### src/xcvr_consts.svh
// constants for the transceiver mode and data port
`ifndef XCVR_CONSTS_SVH
`define XCVR_CONSTS_SVH
`define ADDR_OP_CTRL      7'h00
`define ADDR_RX_FILT      7'h01
`define ADDR_CLK_SHIFT    7'h06
`define ADDR_RATE_DIV     7'h07
`define OPC_BYPASS_BIT    7
`define OPC_AMP_HI        6
`define OPC_AMP_LO        4
`define OPC_SYNC_BIT      3
`define OPC_STATE_HI      2
`define OPC_STATE_LO      1
`define OPC_RESET         8'h01
`define RXF_RESET         8'h80
`define CLKS_RESET        8'h00
`define RATE_RESET        8'h01
`define SHIFT_TOP         3'h7
`define SHIFT_MAX_RATE    3'h6
`define DIV_MIN           6'h01
`define BITS_PER_WORD     4'h8
`define ADDR_BITS         4'h7
`define RESYNC_OVERSAMPLE 5'h10
`endif

### src/xcvr_pkg.sv
// shared types for the transceiver mode and data port
package xcvr_pkg;
    typedef enum logic [1:0] {
        ST_POWER_DOWN = 2'h0,
        ST_STANDBY    = 2'h1,
        ST_RECEIVE    = 2'h2,
        ST_TRANSMIT   = 2'h3
    } op_state_e;
    typedef enum logic [1:0] {
        CUT_100K = 2'h0,
        CUT_150K = 2'h1,
        CUT_230K = 2'h2,
        CUT_340K = 2'h3
    } cutoff_e;
endpackage
### src/rate_divider.sv
// reference divider times power-of-two shift, one-cycle enable output
`timescale 1ns/1ps
`include "xcvr_consts.svh"
module rate_divider (
    input  wire logic       CLK,
    input  wire logic       RESET,
    input  wire logic       run,
    input  wire logic [5:0] ref_div,
    input  wire logic [2:0] shift,
    output logic            tick
);
    logic [5:0]  ref_cnt_reg;
    logic [6:0]  pow_cnt_reg;
    logic [5:0]  ref_eff;
    logic [6:0]  pow_top;
    logic        ref_tick;

    // a zero divider is treated as one so the chain never stalls
    assign ref_eff  = (ref_div == 6'h00) ? `DIV_MIN : ref_div;
    assign pow_top  = 7'(({1'b0, 7'h7F} >> shift) >> 1); // 2^(6-shift) - 1
    assign ref_tick = (ref_cnt_reg == ref_eff - `DIV_MIN);

    // first stage divides by the reference value
    always_ff @(posedge CLK) begin
        if (RESET || !run) begin
            ref_cnt_reg <= 6'h00;
        end else if (ref_tick) begin
            ref_cnt_reg <= 6'h00;
        end else begin
            ref_cnt_reg <= ref_cnt_reg + 6'h01;
        end
    end

    // second stage divides by two to the power of six minus shift: each tick is
    // half a bit-rate period, so a toggle per tick gives the full programmed rate
    always_ff @(posedge CLK) begin
        if (RESET || !run) begin
            pow_cnt_reg <= 7'h00;
            tick        <= 1'b0;
        end else begin
            tick <= 1'b0;
            if (ref_tick) begin
                if (pow_cnt_reg >= pow_top) begin
                    pow_cnt_reg <= 7'h00;
                    tick        <= 1'b1;
                end else begin
                    pow_cnt_reg <= pow_cnt_reg + 7'h01;
                end
            end
        end
    end
endmodule // rate_divider

### src/xcvr_mode_port.sv
// operating-state control registers, three-wire access and serial data port
// Functional notes
// - state field 00 power down, 01 standby, 10 receive, 11 transmit.
// - sync mode in receive runs resync and drives recovered clock on data clock.
// - sync off passes data transparently, no clock driven.
// - sync transmit drives programmed bit-rate clock on data clock pin.
// - sync transmit captures data pin on each rising data clock edge.
// - rate clock is crystal divided by divider times 2^(7-shift).
// - reference divider is six bits, values 1 to 63.
// - rate shift is three bits, usable 0 to 6.
// - in sync mode device is master and supplies the data clock.
// - sync receive updates bit on rising edge, controller samples falling.
// - data one when I lags Q, zero when I leads Q.
// - bypass bit one routes input around amplifier, zero keeps it.
// - cutoff field selects 100, 150, 230 or 340 kHz.
// - written values take effect only when select goes low.
`timescale 1ns/1ps
`include "xcvr_consts.svh"
module xcvr_mode_port (
    input  wire logic       CLK,
    input  wire logic       RESET,
    // three-wire programming pins
    input  wire logic       PROG_SELECT,
    input  wire logic       PROG_SCLK,
    input  wire logic       PROG_IO_IN,
    output logic            PROG_IO_OUT,
    output logic            PROG_IO_OE,
    // demodulator phase inputs
    input  wire logic       I_LAGS_Q,
    // serial data port
    input  wire logic       SERIAL_DATA_PIN_IN,
    output logic            SERIAL_DATA_PIN_OUT,
    output logic            SERIAL_DATA_PIN_OE,
    output logic            DATA_CLOCK_PIN_OUT,
    output logic            DATA_CLOCK_PIN_OE,
    // transmit bit toward the modulator
    output logic            TX_BIT,
    output logic            TX_BIT_STROBE,
    // analog control outputs
    output logic [1:0]      OP_STATE,
    output logic            XCO_RUN,
    output logic            RX_ENABLE,
    output logic            TX_ENABLE,
    output logic            LOW_NOISE_AMP_BYPASS,
    output logic [2:0]      AMP_LEVEL,
    output logic [1:0]      PREFILTER_CUTOFF,
    output logic            SIGNAL_STRENGTH_ENABLE,
    output logic            LOCK_DETECT_ENABLE,
    output logic            RESYNC_ENABLE
);
    ////////////////////////////////////////////////////////////////////////////
    // pin synchronisers
    logic [1:0] sel_sync_reg;
    logic [1:0] sclk_sync_reg;
    logic [1:0] io_sync_reg;
    logic [1:0] lag_sync_reg;
    logic [1:0] dat_sync_reg;
    logic       sel_d_reg;
    logic       sclk_d_reg;

    // two flops on every pin; the second stage is read, plus a third flop on select and clock for edge detection
    always_ff @(posedge CLK) begin
        if (RESET) begin
            sel_sync_reg  <= 2'h0;
            sclk_sync_reg <= 2'h0;
            io_sync_reg   <= 2'h0;
            lag_sync_reg  <= 2'h0;
            dat_sync_reg  <= 2'h0;
            sel_d_reg     <= 1'b0;
            sclk_d_reg    <= 1'b0;
        end else begin
            sel_sync_reg  <= {sel_sync_reg[0], PROG_SELECT};
            sclk_sync_reg <= {sclk_sync_reg[0], PROG_SCLK};
            io_sync_reg   <= {io_sync_reg[0], PROG_IO_IN};
            lag_sync_reg  <= {lag_sync_reg[0], I_LAGS_Q};
            dat_sync_reg  <= {dat_sync_reg[0], SERIAL_DATA_PIN_IN};
            sel_d_reg     <= sel_sync_reg[1];
            sclk_d_reg    <= sclk_sync_reg[1];
        end
    end

    logic sel;
    logic sclk_rise;
    logic sclk_fall;
    logic sel_fall;
    assign sel       = sel_sync_reg[1];
    assign sclk_rise = sel && sclk_sync_reg[1] && !sclk_d_reg;
    assign sclk_fall = sel && !sclk_sync_reg[1] && sclk_d_reg;
    assign sel_fall  = !sel && sel_d_reg;

    ////////////////////////////////////////////////////////////////////////////
    // shadow registers written over the serial programming port
    logic [7:0] shift_reg;
    logic [3:0] bit_cnt_reg;
    logic [6:0] addr_reg;
    logic       read_reg;
    logic       hdr_done_reg;
    logic [7:0] sh_opc_reg;
    logic [7:0] sh_rxf_reg;
    logic [7:0] sh_clks_reg;
    logic [7:0] sh_rate_reg;

    function automatic logic [7:0] reg_pick(input logic [6:0] a, input logic [7:0] o,
                                           input logic [7:0] r, input logic [7:0] c,
                                           input logic [7:0] d);
        case (a)
            `ADDR_OP_CTRL:   reg_pick = o;
            `ADDR_RX_FILT:   reg_pick = r;
            `ADDR_CLK_SHIFT: reg_pick = c;
            `ADDR_RATE_DIV:  reg_pick = d;
            default:         reg_pick = 8'h00;
        endcase
    endfunction

    // shift in header then data octets; address increments per octet
    always_ff @(posedge CLK) begin
        if (RESET || !sel) begin
            shift_reg    <= 8'h00;
            bit_cnt_reg  <= 4'h0;
            addr_reg     <= 7'h00;
            read_reg     <= 1'b0;
            hdr_done_reg <= 1'b0;
        end else if (sclk_fall && !(hdr_done_reg && read_reg)) begin
            if (bit_cnt_reg == `BITS_PER_WORD - 4'h1) begin
                bit_cnt_reg <= 4'h0;
                if (!hdr_done_reg) begin
                    addr_reg     <= shift_reg[6:0];
                    read_reg     <= io_sync_reg[1];
                    hdr_done_reg <= 1'b1;
                    if (io_sync_reg[1]) begin
                        shift_reg <= reg_pick(shift_reg[6:0], sh_opc_reg, sh_rxf_reg,
                                              sh_clks_reg, sh_rate_reg);
                    end
                end else begin
                    addr_reg <= addr_reg + 7'h01;
                end
            end else begin
                bit_cnt_reg <= bit_cnt_reg + 4'h1;
                shift_reg   <= {shift_reg[6:0], io_sync_reg[1]};
            end
        end else if (sclk_rise && hdr_done_reg && read_reg) begin
            // read data leaves msb first on rising edges; each octet is fetched
            // at its own first rise so the msb is not shifted away unseen
            if (bit_cnt_reg == 4'h0) begin
                shift_reg <= reg_pick(addr_reg, sh_opc_reg, sh_rxf_reg,
                                      sh_clks_reg, sh_rate_reg);
            end else begin
                shift_reg <= {shift_reg[6:0], 1'b0};
            end
            if (bit_cnt_reg == `BITS_PER_WORD - 4'h1) begin
                bit_cnt_reg <= 4'h0;
                addr_reg    <= addr_reg + 7'h01;
            end else begin
                bit_cnt_reg <= bit_cnt_reg + 4'h1;
            end
        end
    end

    logic write_octet;
    logic [7:0] write_val;
    assign write_octet = sclk_fall && hdr_done_reg && !read_reg &&
                         (bit_cnt_reg == `BITS_PER_WORD - 4'h1);
    assign write_val   = {shift_reg[6:0], io_sync_reg[1]};

    // shadow copies hold written octets until select drops
    always_ff @(posedge CLK) begin
        if (RESET) begin
            sh_opc_reg  <= `OPC_RESET;
            sh_rxf_reg  <= `RXF_RESET;
            sh_clks_reg <= `CLKS_RESET;
            sh_rate_reg <= `RATE_RESET;
        end else if (write_octet) begin
            if (addr_reg == `ADDR_OP_CTRL)   sh_opc_reg  <= write_val;
            if (addr_reg == `ADDR_RX_FILT)   sh_rxf_reg  <= write_val;
            if (addr_reg == `ADDR_CLK_SHIFT) sh_clks_reg <= write_val;
            if (addr_reg == `ADDR_RATE_DIV)  sh_rate_reg <= write_val;
        end
    end

    assign PROG_IO_OE  = sel && hdr_done_reg && read_reg;
    assign PROG_IO_OUT = shift_reg[7];

    ////////////////////////////////////////////////////////////////////////////
    // active registers, loaded when select falls
    logic [7:0] opc_reg;
    logic [7:0] rxf_reg;
    logic [7:0] clks_reg;
    logic [7:0] rate_reg;

    // loading on select low keeps a half-written set from reaching the radio
    always_ff @(posedge CLK) begin
        if (RESET) begin
            opc_reg  <= `OPC_RESET;
            rxf_reg  <= `RXF_RESET;
            clks_reg <= `CLKS_RESET;
            rate_reg <= `RATE_RESET;
        end else if (sel_fall) begin
            opc_reg  <= sh_opc_reg;
            rxf_reg  <= sh_rxf_reg;
            clks_reg <= sh_clks_reg;
            rate_reg <= sh_rate_reg;
        end
    end

    ////////////////////////////////////////////////////////////////////////////
    // decoded controls
    xcvr_pkg::op_state_e state;
    logic       sync_en;
    logic       in_tx;
    logic       in_rx;
    logic [5:0] ref_div;
    logic [2:0] rate_shift;
    logic [2:0] resync_shift;

    assign state        = xcvr_pkg::op_state_e'(opc_reg[`OPC_STATE_HI:`OPC_STATE_LO]);
    assign sync_en      = opc_reg[`OPC_SYNC_BIT];
    assign in_tx        = (state == xcvr_pkg::ST_TRANSMIT);
    assign in_rx        = (state == xcvr_pkg::ST_RECEIVE);
    assign ref_div      = rate_reg[5:0];
    assign rate_shift   = {clks_reg[0], rate_reg[7:6]};
    assign resync_shift = clks_reg[3:1];

    // power state decode; power down keeps all registers
    always_comb begin
        XCO_RUN   = 1'b1;
        RX_ENABLE = 1'b0;
        TX_ENABLE = 1'b0;
        unique case (state)
            xcvr_pkg::ST_POWER_DOWN: XCO_RUN = 1'b0;
            xcvr_pkg::ST_STANDBY:    XCO_RUN = 1'b1;
            xcvr_pkg::ST_RECEIVE:    RX_ENABLE = 1'b1;
            xcvr_pkg::ST_TRANSMIT:   TX_ENABLE = 1'b1;
        endcase
    end

    assign OP_STATE               = opc_reg[`OPC_STATE_HI:`OPC_STATE_LO];
    assign LOW_NOISE_AMP_BYPASS   = opc_reg[`OPC_BYPASS_BIT];
    assign AMP_LEVEL              = in_tx ? opc_reg[`OPC_AMP_HI:`OPC_AMP_LO] : 3'h0;
    assign PREFILTER_CUTOFF       = rxf_reg[1:0];
    assign LOCK_DETECT_ENABLE     = rxf_reg[2];
    assign SIGNAL_STRENGTH_ENABLE = rxf_reg[3];
    assign RESYNC_ENABLE          = sync_en && in_rx;

    ////////////////////////////////////////////////////////////////////////////
    // clock dividers: bit-rate for transmit, oversampling for receive
    logic       rate_tick;
    logic       resync_tick;
    logic [2:0] rate_shift_eff;

    // a shift of seven exceeds the usable range and is held at six
    assign rate_shift_eff = (rate_shift == `SHIFT_TOP) ? `SHIFT_MAX_RATE : rate_shift;

    rate_divider u_rate_div (
        .CLK   (CLK),
        .RESET (RESET),
        .run   (sync_en && in_tx),
        .ref_div (ref_div),
        .shift (rate_shift_eff),
        .tick  (rate_tick)
    );

    rate_divider u_resync_div (
        .CLK   (CLK),
        .RESET (RESET),
        .run   (RESYNC_ENABLE),
        .ref_div (ref_div),
        .shift (resync_shift),
        .tick  (resync_tick)
    );

    ////////////////////////////////////////////////////////////////////////////
    // data port
    logic       dclk_reg;
    logic [3:0] phase_reg;
    logic       resync_half_reg;
    logic       rx_bit_reg;
    logic       demod;

    assign demod = lag_sync_reg[1];

    // data clock toggles; one full period per bit in transmit,
    // sixteen resync ticks per bit in receive
    always_ff @(posedge CLK) begin
        if (RESET || !sync_en || !(in_tx || in_rx)) begin
            dclk_reg        <= 1'b0;
            phase_reg       <= 4'h0;
            resync_half_reg <= 1'b0;
            rx_bit_reg      <= 1'b0;
        end else if (in_tx && rate_tick) begin
            dclk_reg <= !dclk_reg;
        end else if (in_rx && resync_tick) begin
            // divider ticks come at twice the resync rate, so every second counts
            resync_half_reg <= !resync_half_reg;
            if (resync_half_reg) begin
                phase_reg <= phase_reg + 4'h1;
                if (phase_reg == 4'h7) begin
                    dclk_reg <= 1'b0; // falling edge, controller samples
                end
                if (phase_reg == 4'hF) begin
                    dclk_reg   <= 1'b1;
                    rx_bit_reg <= demod;
                end
            end
        end
    end

    // transmit bit captured on the rising edge this block drives
    always_ff @(posedge CLK) begin
        if (RESET) begin
            TX_BIT        <= 1'b0;
            TX_BIT_STROBE <= 1'b0;
        end else begin
            TX_BIT_STROBE <= 1'b0;
            if (in_tx && !sync_en) begin
                TX_BIT <= dat_sync_reg[1];
            end else if (in_tx && rate_tick && !dclk_reg) begin
                TX_BIT        <= dat_sync_reg[1];
                TX_BIT_STROBE <= 1'b1;
            end
        end
    end

    // the controller never drives the data clock in sync mode
    assign DATA_CLOCK_PIN_OE   = sync_en && (in_tx || in_rx);
    assign DATA_CLOCK_PIN_OUT  = dclk_reg;
    assign SERIAL_DATA_PIN_OE  = in_rx;
    assign SERIAL_DATA_PIN_OUT = sync_en ? rx_bit_reg : demod;
endmodule // xcvr_mode_port

### config.mk
export PLATFORM = sky130hd
export DESIGN_NAME = xcvr_mode_port
export DESIGN_NICKNAME = d
export VERILOG_FILES = /design/src/xcvr_pkg.sv /design/src/rate_divider.sv /design/src/xcvr_mode_port.sv
export VERILOG_INCLUDE_DIRS = /design/src
export SDC_FILE = /design/constraint.sdc
export NUM_CORES = 1
export LEC_CHECK = 0
export BUFFER_PORTS_ARGS = -buffer_cell sky130_fd_sc_hd__buf_2
export CORE_MARGIN = 4
export CORE_UTILIZATION = 45
export CTS_CLUSTER_DIAMETER = 40
export DETAILED_ROUTE_END_ITERATION = 16
export SLEW_MARGIN = 20
export SYNTH_ARGS = -nofsm -noshare
export SYNTH_HDL_FRONTEND = slang
export SYNTH_SLANG_ARGS = --single-unit
export TNS_END_PERCENT = 20
### constraint.sdc
create_clock -name CLK -period 8.08 [get_ports CLK]
set_input_delay 1.212 -clock CLK [delete_from_list [all_inputs] [get_ports CLK]]
set_output_delay 1.212 -clock CLK [all_outputs]
set_load 0.05 [all_outputs]
==> impl_metrics.ini, run 1 <==
[status]
status = finished clean

[worst_setup_path]
cp-startpoint = rate_reg[2]
rr_worst_depth = 10
reg2reg_from = rate_reg[2]
required_ps = 8420
cp-start-kind = flop
path_max_fanout = 13
endpoint_kind = flop
path_class = flop to flop
crit_path_end = u_resync_div.pow_cnt_reg[1]
regToRegSetupSlack_ps = 5140
cp.arrival_ps = 3290
r2r_end = u_resync_div.pow_cnt_reg[1]

[logic_synthesis]
ys_types = 67
syn_inst = 735
syn-cell-area_mm2 = 0.00636
ys_seq_area_frac = 0.393
synth_seq_cells = 125
synth-edff-count = 0
avgSynthCellArea_um2 = 8.65
synth_top_flop_cell = dfxtp_1
yosysWarnings = 0
async_reset_ff_frac = 0
synthesis.nets = 766

[min_path]
min_path_type = flop to flop

[timing]
finalSetupViolCount = 0
maxSlewHeadroom = 0.396
fmax_mhz = 340
finClkSkew_ps = 4.97
tns_ps = 0
timing.final.hold_violations = 0
rsz0062_at_grt = false
fin_crit_ps = 2940
setup_ws_ps = 5140
timing.hold.ws_ps = 432
drv_slew = 0
tightestPinTransition_ps = 904
finalCritPeriodShare = 0.364

[global_routing]
grt_pass1_wl_um = 25200
grt_overflow = 0
grt_pass1_vias = 4958
grt_max_degree = 73
antenna_found_initial = 0
grtUsageTotal = 0.192

[pwr]
sw_frac_of_total = 0.198
p_leak_nw = 2.94
switchingPower_mw = 0.287
p_comb_frac = 0.010
p_int_mw = 1.16
worst_ir_drop_vdd_uv = 123
pwr-share-clk = 0.561
pwr-share-seq = 0.428
power.density_mw_per_mm2 = 203

[clock_tree]
cts_sinks = 125
path_clk_slew_ps = 50
tritoncts = built
clock_latency_ps = 410
root_buffer = clkbuf_16
clockBufferDepth = 2
post-cts-setup-buffers = 0
cts_max_level = 4
cts_hold_buffers = 0
cts_resized = 0
cts_buffers = 17

[place]
port_buffers = 28
place_ws_ps = 4880
place_congestion = 0.883
dpl.hpwl_um = 10100

[drt]
drc = 0
wl_um = 14800
ant_nets = 0
vias = 5260
wl_per_cell_um = 15.9
vias_per_cell = 5.64
drt_pass1_iterations = 6
initialDrtViolationCount = 412

[floorplanning]
core-area_mm2 = 0.0139
die_height_um = 127
io_pins = 29
core.rowCount = 43
floorplan.initialDensity = 0.458
die_w_um = 127
dieArea_mm2 = 0.0161

[layout]
final_net_count = 770
n_antenna_cell = 0
area.growth.synth_to_final_pct = 12.5
drive_above_1_share = 0.125

[job]
maxCapViolations = 0
stage by stage:
step / std cells / power, mW / util / instance area (um^2)
3_5_place_dp: 900 / 0.650 / 0.470 / 6520
2_1_floorplan: 735 / 0.645 / - / 6360
4_1_cts: 932 / 1.47 / 0.516 / 7160
3_3_place_gp: 900 / 0.649 / 0.470 / 6520
5_1_grt: 932 / 1.50 / 0.516 / 7160
6_report: 932 / 1.45 / 0.516 / 7160
final cells by class:
| type | count | area, um^2 |
|---|---|---|
| Multi-Input combinational cell | 550 | 3580 |
| Tap cell | 180 | 225 |
| Sequential cell | 125 | 2500 |
| Clock buffer | 22 | 474 |
| Timing Repair Buffer | 31 | 163 |
| Fill cell | 1283 | 6720 |
| Inverter | 14 | 52.6 |
| Clock inverter | 10 | 161 |
logic make-up after synthesis:
logic type	count (synthesis)	synth area share
XOR/XNOR	28	0.0386
AND/OR/NAND/NOR	300	0.240
buffers and inverters	60	0.0441
AO/OA/AOI/OAI	162	0.180
multiplexers	36	0.0568
flip-flops	125	0.393
adder cells (fa/ha/maj)	24	0.0472
how the worst min path moves through the flow:
stage | start | endpoint | slack, ps | depth (start not counted)
2_1_floorplan | dat_sync_reg[0] | dat_sync_reg[1] | 410 | 1
3_3_place_gp | dat_sync_reg[0] | dat_sync_reg[1] | 420 | 1
3_5_place_dp | lag_sync_reg[0] | lag_sync_reg[1] | 420 | 1
4_1_cts | lag_sync_reg[0] | lag_sync_reg[1] | 430 | 1
5_1_grt | lag_sync_reg[0] | lag_sync_reg[1] | 460 | 1
6_report | lag_sync_reg[0] | lag_sync_reg[1] | 430 | 1
layer usage:
metal | wire (um) | vias up | track usage
met4 | 302 | 0 | 0.0795
li1 | - | 2625 | -
met2 | 6830 | 149 | 0.300
met1 | 6910 | 2457 | 0.256
met3 | 768 | 29 | 0.0446
met5 | 0 | - | 0
power by group through the flow:
| stage | registers (mW) | clock network, mW | logic (mW) |
|---|---|---|---|
| after floorplan | 0.634 | 0 | 0.0118 |
| after global placement | 0.634 | 0 | 0.0148 |
| after detailed placement | 0.635 | 0 | 0.0152 |
| after CTS | 0.621 | 0.829 | 0.0153 |
| after global routing | 0.621 | 0.857 | 0.0169 |
| final | 0.621 | 0.815 | 0.0150 |
Yosys cell counts (17+ instances only):
cell type  instances  area, um^2
a21oi_1           48         240
a22oi_1           22         165
and3_1            17         106
clkbuf_1          30         113
dfxtp_1          125        2500
ha_1              24         300
mux2i_1           35         350
nand2_1           90         338
nand3_1           24         120
nor2_1            71         267
o21ai_0           21         105
placed cells by master (no fill, tap or decap), types with 5 or more instances in the layout:
| master | n |
|---|---|
| dfxtp_1 | 125 |
| nand2_1 | 90 |
| nor2_1 | 70 |
| a21oi_1 | 48 |
| mux2i_1 | 35 |
| buf_2 | 28 |
| nand3_1 | 24 |
| ha_1 | 24 |
| a22oi_1 | 22 |
| o21ai_0 | 21 |
| and3_1 | 17 |
| clkbuf_16 | 17 |
| xnor2_1 | 16 |
| nor2b_1 | 16 |
| inv_1 | 14 |
| a32o_1 | 14 |
| xor2_1 | 12 |
| nand2b_1 | 11 |
| a22o_1 | 10 |
| nor3_1 | 10 |
| or2_2 | 10 |
| a221o_1 | 9 |
| or3_1 | 9 |
| nor3b_1 | 7 |
| nand3b_1 | 6 |
| and2_1 | 5 |
| a21o_1 | 5 |
worst max-delay path, cell delays in order, from the launching register on:
cell and delay [ps]:
dfxtp_1 380, or4_4 560, nor2_1 100, nor2_1 50, ha_1 270, nor3b_2 210, xnor2_1 140, nor3_1 190
nand3_1 360, or3b_1 470, a21oi_1 140
Power figures use the tool's default switching activity.
==> run 2: changes to the inputs <==
Settings changed: ABC_AREA set to 1.
Clock period 8.08 ns to 3 ns, I/O delays scaled along.
==> impl_metrics.ini, run 2 <==
[status]
status = finished clean

[drt]
initialDrtViolationCount = 511
vias = 6000
vias_per_cell = 5.11
wl_um = 16600
ant_nets = 0
drt_pass1_iterations = 5
wl_per_cell_um = 14.1
drc = 0

[place]
place_inst = 1143
port_buffers = 28
dpl.hpwl_um = 12100
place_congestion = 0.927

[floorplanning]
core-area_mm2 = 0.0145
die_w_um = 130
core.rowCount = 44
floorplan.initialDensity = 0.459
io_pins = 29
die_height_um = 130
dieArea_mm2 = 0.0168

[logic_synthesis]
ys_seq_area_frac = 0.375
syn-cell-area_mm2 = 0.00667
synth_top_area_cell = dfxtp_1
synthTopCellsByArea = dfxtp_1 38%, nand2_1 9.9%, o21ai_0 7.7%
synth_top_cell_area_share = 0.375
async_reset_ff_frac = 0
yosysWarnings = 0
ys_types = 34
synthTopCellsByCount = 176 x nand2_1, 125 x dfxtp_1, 118 x inv_1, 103 x o21ai_0, 94 x a21oi_1
synth-edff-count = 0
synthesis.nets = 984
synth.most_common_cell = nand2_1
synth_seq_cells = 125
synth_top_flop_cell = dfxtp_1
syn_inst = 953
avgSynthCellArea_um2 = 6.99

[pwr]
pwr-share-clk = 0.525
p_int_mw = 2.99
p_comb_frac = 0.041
sw_frac_of_total = 0.232
switchingPower_mw = 0.906
p_leak_nw = 3.13
power.density_mw_per_mm2 = 518
pwr-share-seq = 0.433
worst_ir_drop_vdd_uv = 429

[global_routing]
grt_most_used_layer = met2
grt_overflow = 0
grt_pass1_wl_um = 27500
antenna_found_initial = 0
grt_max_degree = 57
grtUsageMet3 = 0.0495
grtUsageMet1 = 0.274
grtUsageTotal = 0.205
use_met2 = 0.326
grt_pass1_vias = 5545

[clock_tree]
tritoncts = built
root_buffer = clkbuf_16
cts_hold_buffers = 0
cts_sinks = 125
post-cts-setup-buffers = 0
clock_latency_ps = 420
path_clk_slew_ps = 60
cts_resized = 0
cts_max_level = 4
clockBufferDepth = 2
cts_buffers = 17

[worst_setup_path]
endpoint_kind = flop
cp.arrival_ps = 2610
r2r_end = u_resync_div.ref_cnt_reg[0]
path_class = flop to flop
required_ps = 3300
crit_path_end = u_resync_div.ref_cnt_reg[0]
reg2reg_from = rate_reg[2]
rr_worst_depth = 13
cp-start-kind = flop
regToRegSetupSlack_ps = 700
path_max_fanout = 9
cp-startpoint = rate_reg[2]

[timing]
rsz0062_at_grt = false
tightestPinTransition_ps = 505
timing.final.hold_violations = 0
finalSetupViolCount = 0
tns_ps = 0
finClkSkew_ps = 6.74
drv_slew = 0
fin_crit_ps = 2300
finalCritPeriodShare = 0.768
maxSlewHeadroom = 0.663
fmax_mhz = 434

[layout]
final_cell_mix = 176 x nand2_1, 125 x dfxtp_1, 118 x inv_1
drive_above_1_share = 0.117
layout_commonest_cell = nand2_1
area.growth.synth_to_final_pct = 12.8
n_antenna_cell = 0
n_fill_cell = 1476
final_net_count = 1009
instances_no_fill = 1175
seqCellArea_mm2 = 0.00250
multi_input_area_mm2 = 0.00354

[job]
maxCapViolations = 0

[min_path]
min_from = PROG_SCLK
min_path_type = input port to flop
run 2: cell count changes in the layout (fill, tap and decap cells not counted), sizes merged, moves of 16 or more:
cell and delta:
nand2 +91, o21ai +84, nor2 +34, a21oi +49, and3 -17, nor2b -16
nand4 +21, nand3 +52, a22oi -22, inv +114, mux2i -35
run 2: cells by family (layout without fill, tap and decap cells):
kind of cell	count (synthesis)	count (layout)	synth area share
xor gates and xnor gates	21	21	0.0276
DFF	125	125	0.375
and+or+nand+nor	416	416	0.294
buffers and inverters	153	191	0.0931
adders and majority gates	24	24	0.0451
AOI/OAI and AO/OA	214	214	0.165
run 2: critical path, cell delays in order (launching register included):
cell and delay (ps):
dfxtp_1 370, nor2_4 180, nand3_2 130, nand2_1 120, inv_1 50, ha_1 330
xor2_1 170, nand2_1 70, nor2_1 90, nand2_1 90, nor2_4 210, nand3_4 160
nand2_2 170, nor2_1 60
run 2: worst min-delay path by stage:
stage                             to  slack [ps]  cells past startpoint
floorplan            dat_sync_reg[1]         390                      2
global placement     dat_sync_reg[1]         390                      2
detailed placement   sel_sync_reg[1]         400                      2
CTS                 sclk_sync_reg[0]         210                      3
global route          io_sync_reg[0]         220                      3
finish              sclk_sync_reg[0]         230                      3
run 2: layout make-up:
type	instances	share of cell area
Inverter	126	0.0629
Clock inverter	13	0.0183
Tap cell	184	0.0306
Sequential cell	125	0.333
Clock buffer	19	0.0603
Multi-Input combinational cell	675	0.471
Timing Repair Buffer	33	0.0236
run 2: power by group through the flow:
stage	Combinational, mW	Sequential, mW	Clock (mW)
floorplan	0.120	1.73	0
global placement	0.162	1.72	0
detailed placement	0.162	1.72	0
CTS	0.163	1.69	2.10
global route	0.183	1.69	2.16
finish	0.162	1.69	2.05
run 2: metal layers:
layer  vias up  part of all wire
met2       121              0.45
met4         0             0.021
met1      2669              0.49
li1       3187                 -
met3        23             0.041
met5         -                 0
run 2: through the flow:
stage / total power [mW] / hold slack (ps) / utilization / setup WS [ps] / area [um^2]
after floorplan: 1.85 / 388 / - / 950 / 6670
after global placement: 1.89 / 390 / 0.476 / 726 / 6930
after detailed placement: 1.89 / 395 / 0.476 / 696 / 6930
after CTS: 3.95 / 207 / 0.517 / 690 / 7520
after global routing: 4.03 / 220 / 0.517 / 458 / 7520
final: 3.90 / 225 / 0.517 / 695 / 7520
==> run 3: changes to the inputs <==
Clock period 3 ns to 2.25 ns, I/O delays scaled along.
==> impl_metrics.ini, run 3 (synthesis results as in run 2) <==
[drt]
drt_pass1_iterations = 7
vias = 6207
ant_nets = 0
wl_per_cell_um = 14.1
drc = 0
wl_um = 16900
initialDrtViolationCount = 460
vias_per_cell = 5.20

[floorplanning]
core-area_mm2 = 0.0145
die_w_um = 130
dieArea_mm2 = 0.0168
io_pins = 29
core.rowCount = 44
die_height_um = 130
floorplan.initialDensity = 0.459

[clock_tree]
tritoncts = built
path_clk_slew_ps = 60
clock_latency_ps = 410
root_buffer = clkbuf_16
cts_hold_buffers = 0
cts_max_level = 4
clockBufferDepth = 2
cts_buffers = 17
cts_sinks = 125

[worst_setup_path]
path_max_fanout = 6
cp.arrival_ps = 2410
required_ps = 2590
cp-start-kind = flop
endpoint_kind = flop
crit_chain = nor2_4 > nand3_2 > nand2_2 > inv_1 > ha_2 > xor2_1 > nand2_1 > nor2_1 > nand2_1 > nor2_4 > buf_4 > nand4_1 > a21oi_1
worst_path_max_delay_cell = dfxtp_2
max_stage_delay_ps = 340
path_class = flop to flop

[timing]
fin_crit_ps = 2070
timing.hold.ws_ps = 119
finClkSkew_ps = 9.39
maxSlewHeadroom = 0.624
rsz0062_at_grt = true
finalSetupViolCount = 0
tns_ps = 0
finalCritPeriodShare = 0.919
fmax_mhz = 484
drv_slew = 0
timing.final.hold_violations = 0
tightestPinTransition_ps = 562

[pwr]
finalPower_mw = 5.48
worst_ir_drop_vdd_uv = 522
power.density_mw_per_mm2 = 708
p_leak_nw = 3.28

[layout]
n_antenna_cell = 0
drive_above_1_share = 0.142
layout_commonest_cell = nand2_1
instances_no_fill = 1194
final_net_count = 1029
area.growth.synth_to_final_pct = 16.2
final_cell_mix = 174 x nand2_1, 123 x dfxtp_1, 117 x inv_1

[job]
maxCapViolations = 0

[global_routing]
grtUsageTotal = 0.209
grt_max_degree = 57
grt_pass1_vias = 5648
antenna_found_initial = 0
grt_pass1_wl_um = 28300
grt_overflow = 0

[place]
place_congestion = 0.927
dpl.hpwl_um = 12400
place_inst = 1160
port_buffers = 28

[status]
status = finished clean

[min_path]
min_path_type = input port to flop
[run 3: changes by cell type in the layout (fill, tap and decap cells not counted), sizes merged]
| cell | change |
|---|---|
| clkinvlp | -2 |
| inv | -1 |
| buf | +20 |
| clkinv | +1 |
| bufinv | +3 |
| clkbuf | -2 |
[run 3: final timing paths]
check | end | startpoint | slack [ps] | cells after the start
min | sclk_sync_reg[0] | PROG_SCLK | 120 | 3
max reg2reg | u_resync_div.pow_cnt_reg[3] | rate_reg[3] | 180 | 13
max | u_resync_div.pow_cnt_reg[3] | rate_reg[3] | 180 | 13
min reg2reg | dat_sync_reg[1] | dat_sync_reg[0] | 400 | 2
[run 3: repair_timing]
item / CTS / global route
setup endpoints to repair: 0 / 27
resized for setup: 0 / 11
buffers inserted: 0 / 3
[run 3: layer usage]
| metal | wire (um) | GRT usage | vias up |
|---|---|---|---|
| li1 | - | - | 3243 |
| met1 | 8190 | 0.281 | 2812 |
| met2 | 7570 | 0.325 | 128 |
| met3 | 689 | 0.0495 | 24 |
| met4 | 442 | 0.0825 | 0 |
| met5 | 0 | 0 | - |
[run 3: power breakdown]
group	internal (mW)	switching (mW)	total [mW]	leakage [nW]
clock network	1.96	1.02	2.99	0.313
logic	0.0804	0.166	0.246	1.96
registers	2.24	0.0148	2.25	1.01
[run 3: worst max-delay path: cells and delay by family, from the launching register on]
kind                     cells  cell delay, ps
buffers and inverters        2             220
XOR/XNOR                     1             140
flip-flops                   1             340
AO/OA/AOI/OAI                1             150
adder cells (fa/ha/maj)      1             330
AND/OR/NAND/NOR              8             830
[run 3: layout make-up]
| class | instances | area [um^2] |
|---|---|---|
| timing repair buffer | 53 | 332 |
| tap | 184 | 230 |
| multi-input combinational | 675 | 3560 |
| fill | 1422 | 6790 |
| clock buffer | 17 | 425 |
| inverter | 126 | 473 |
| clock inverter | 14 | 216 |
| sequential | 125 | 2500 |
[run 3: stage by stage]
step	worst slack, ps	util	cell area, um^2
finish	183	0.533	7750
detailed placement	101	0.485	7050
floorplan	200	-	6670
global placement	143	0.485	7050
CTS	96.1	0.529	7690
global route	-3.44	0.533	7750
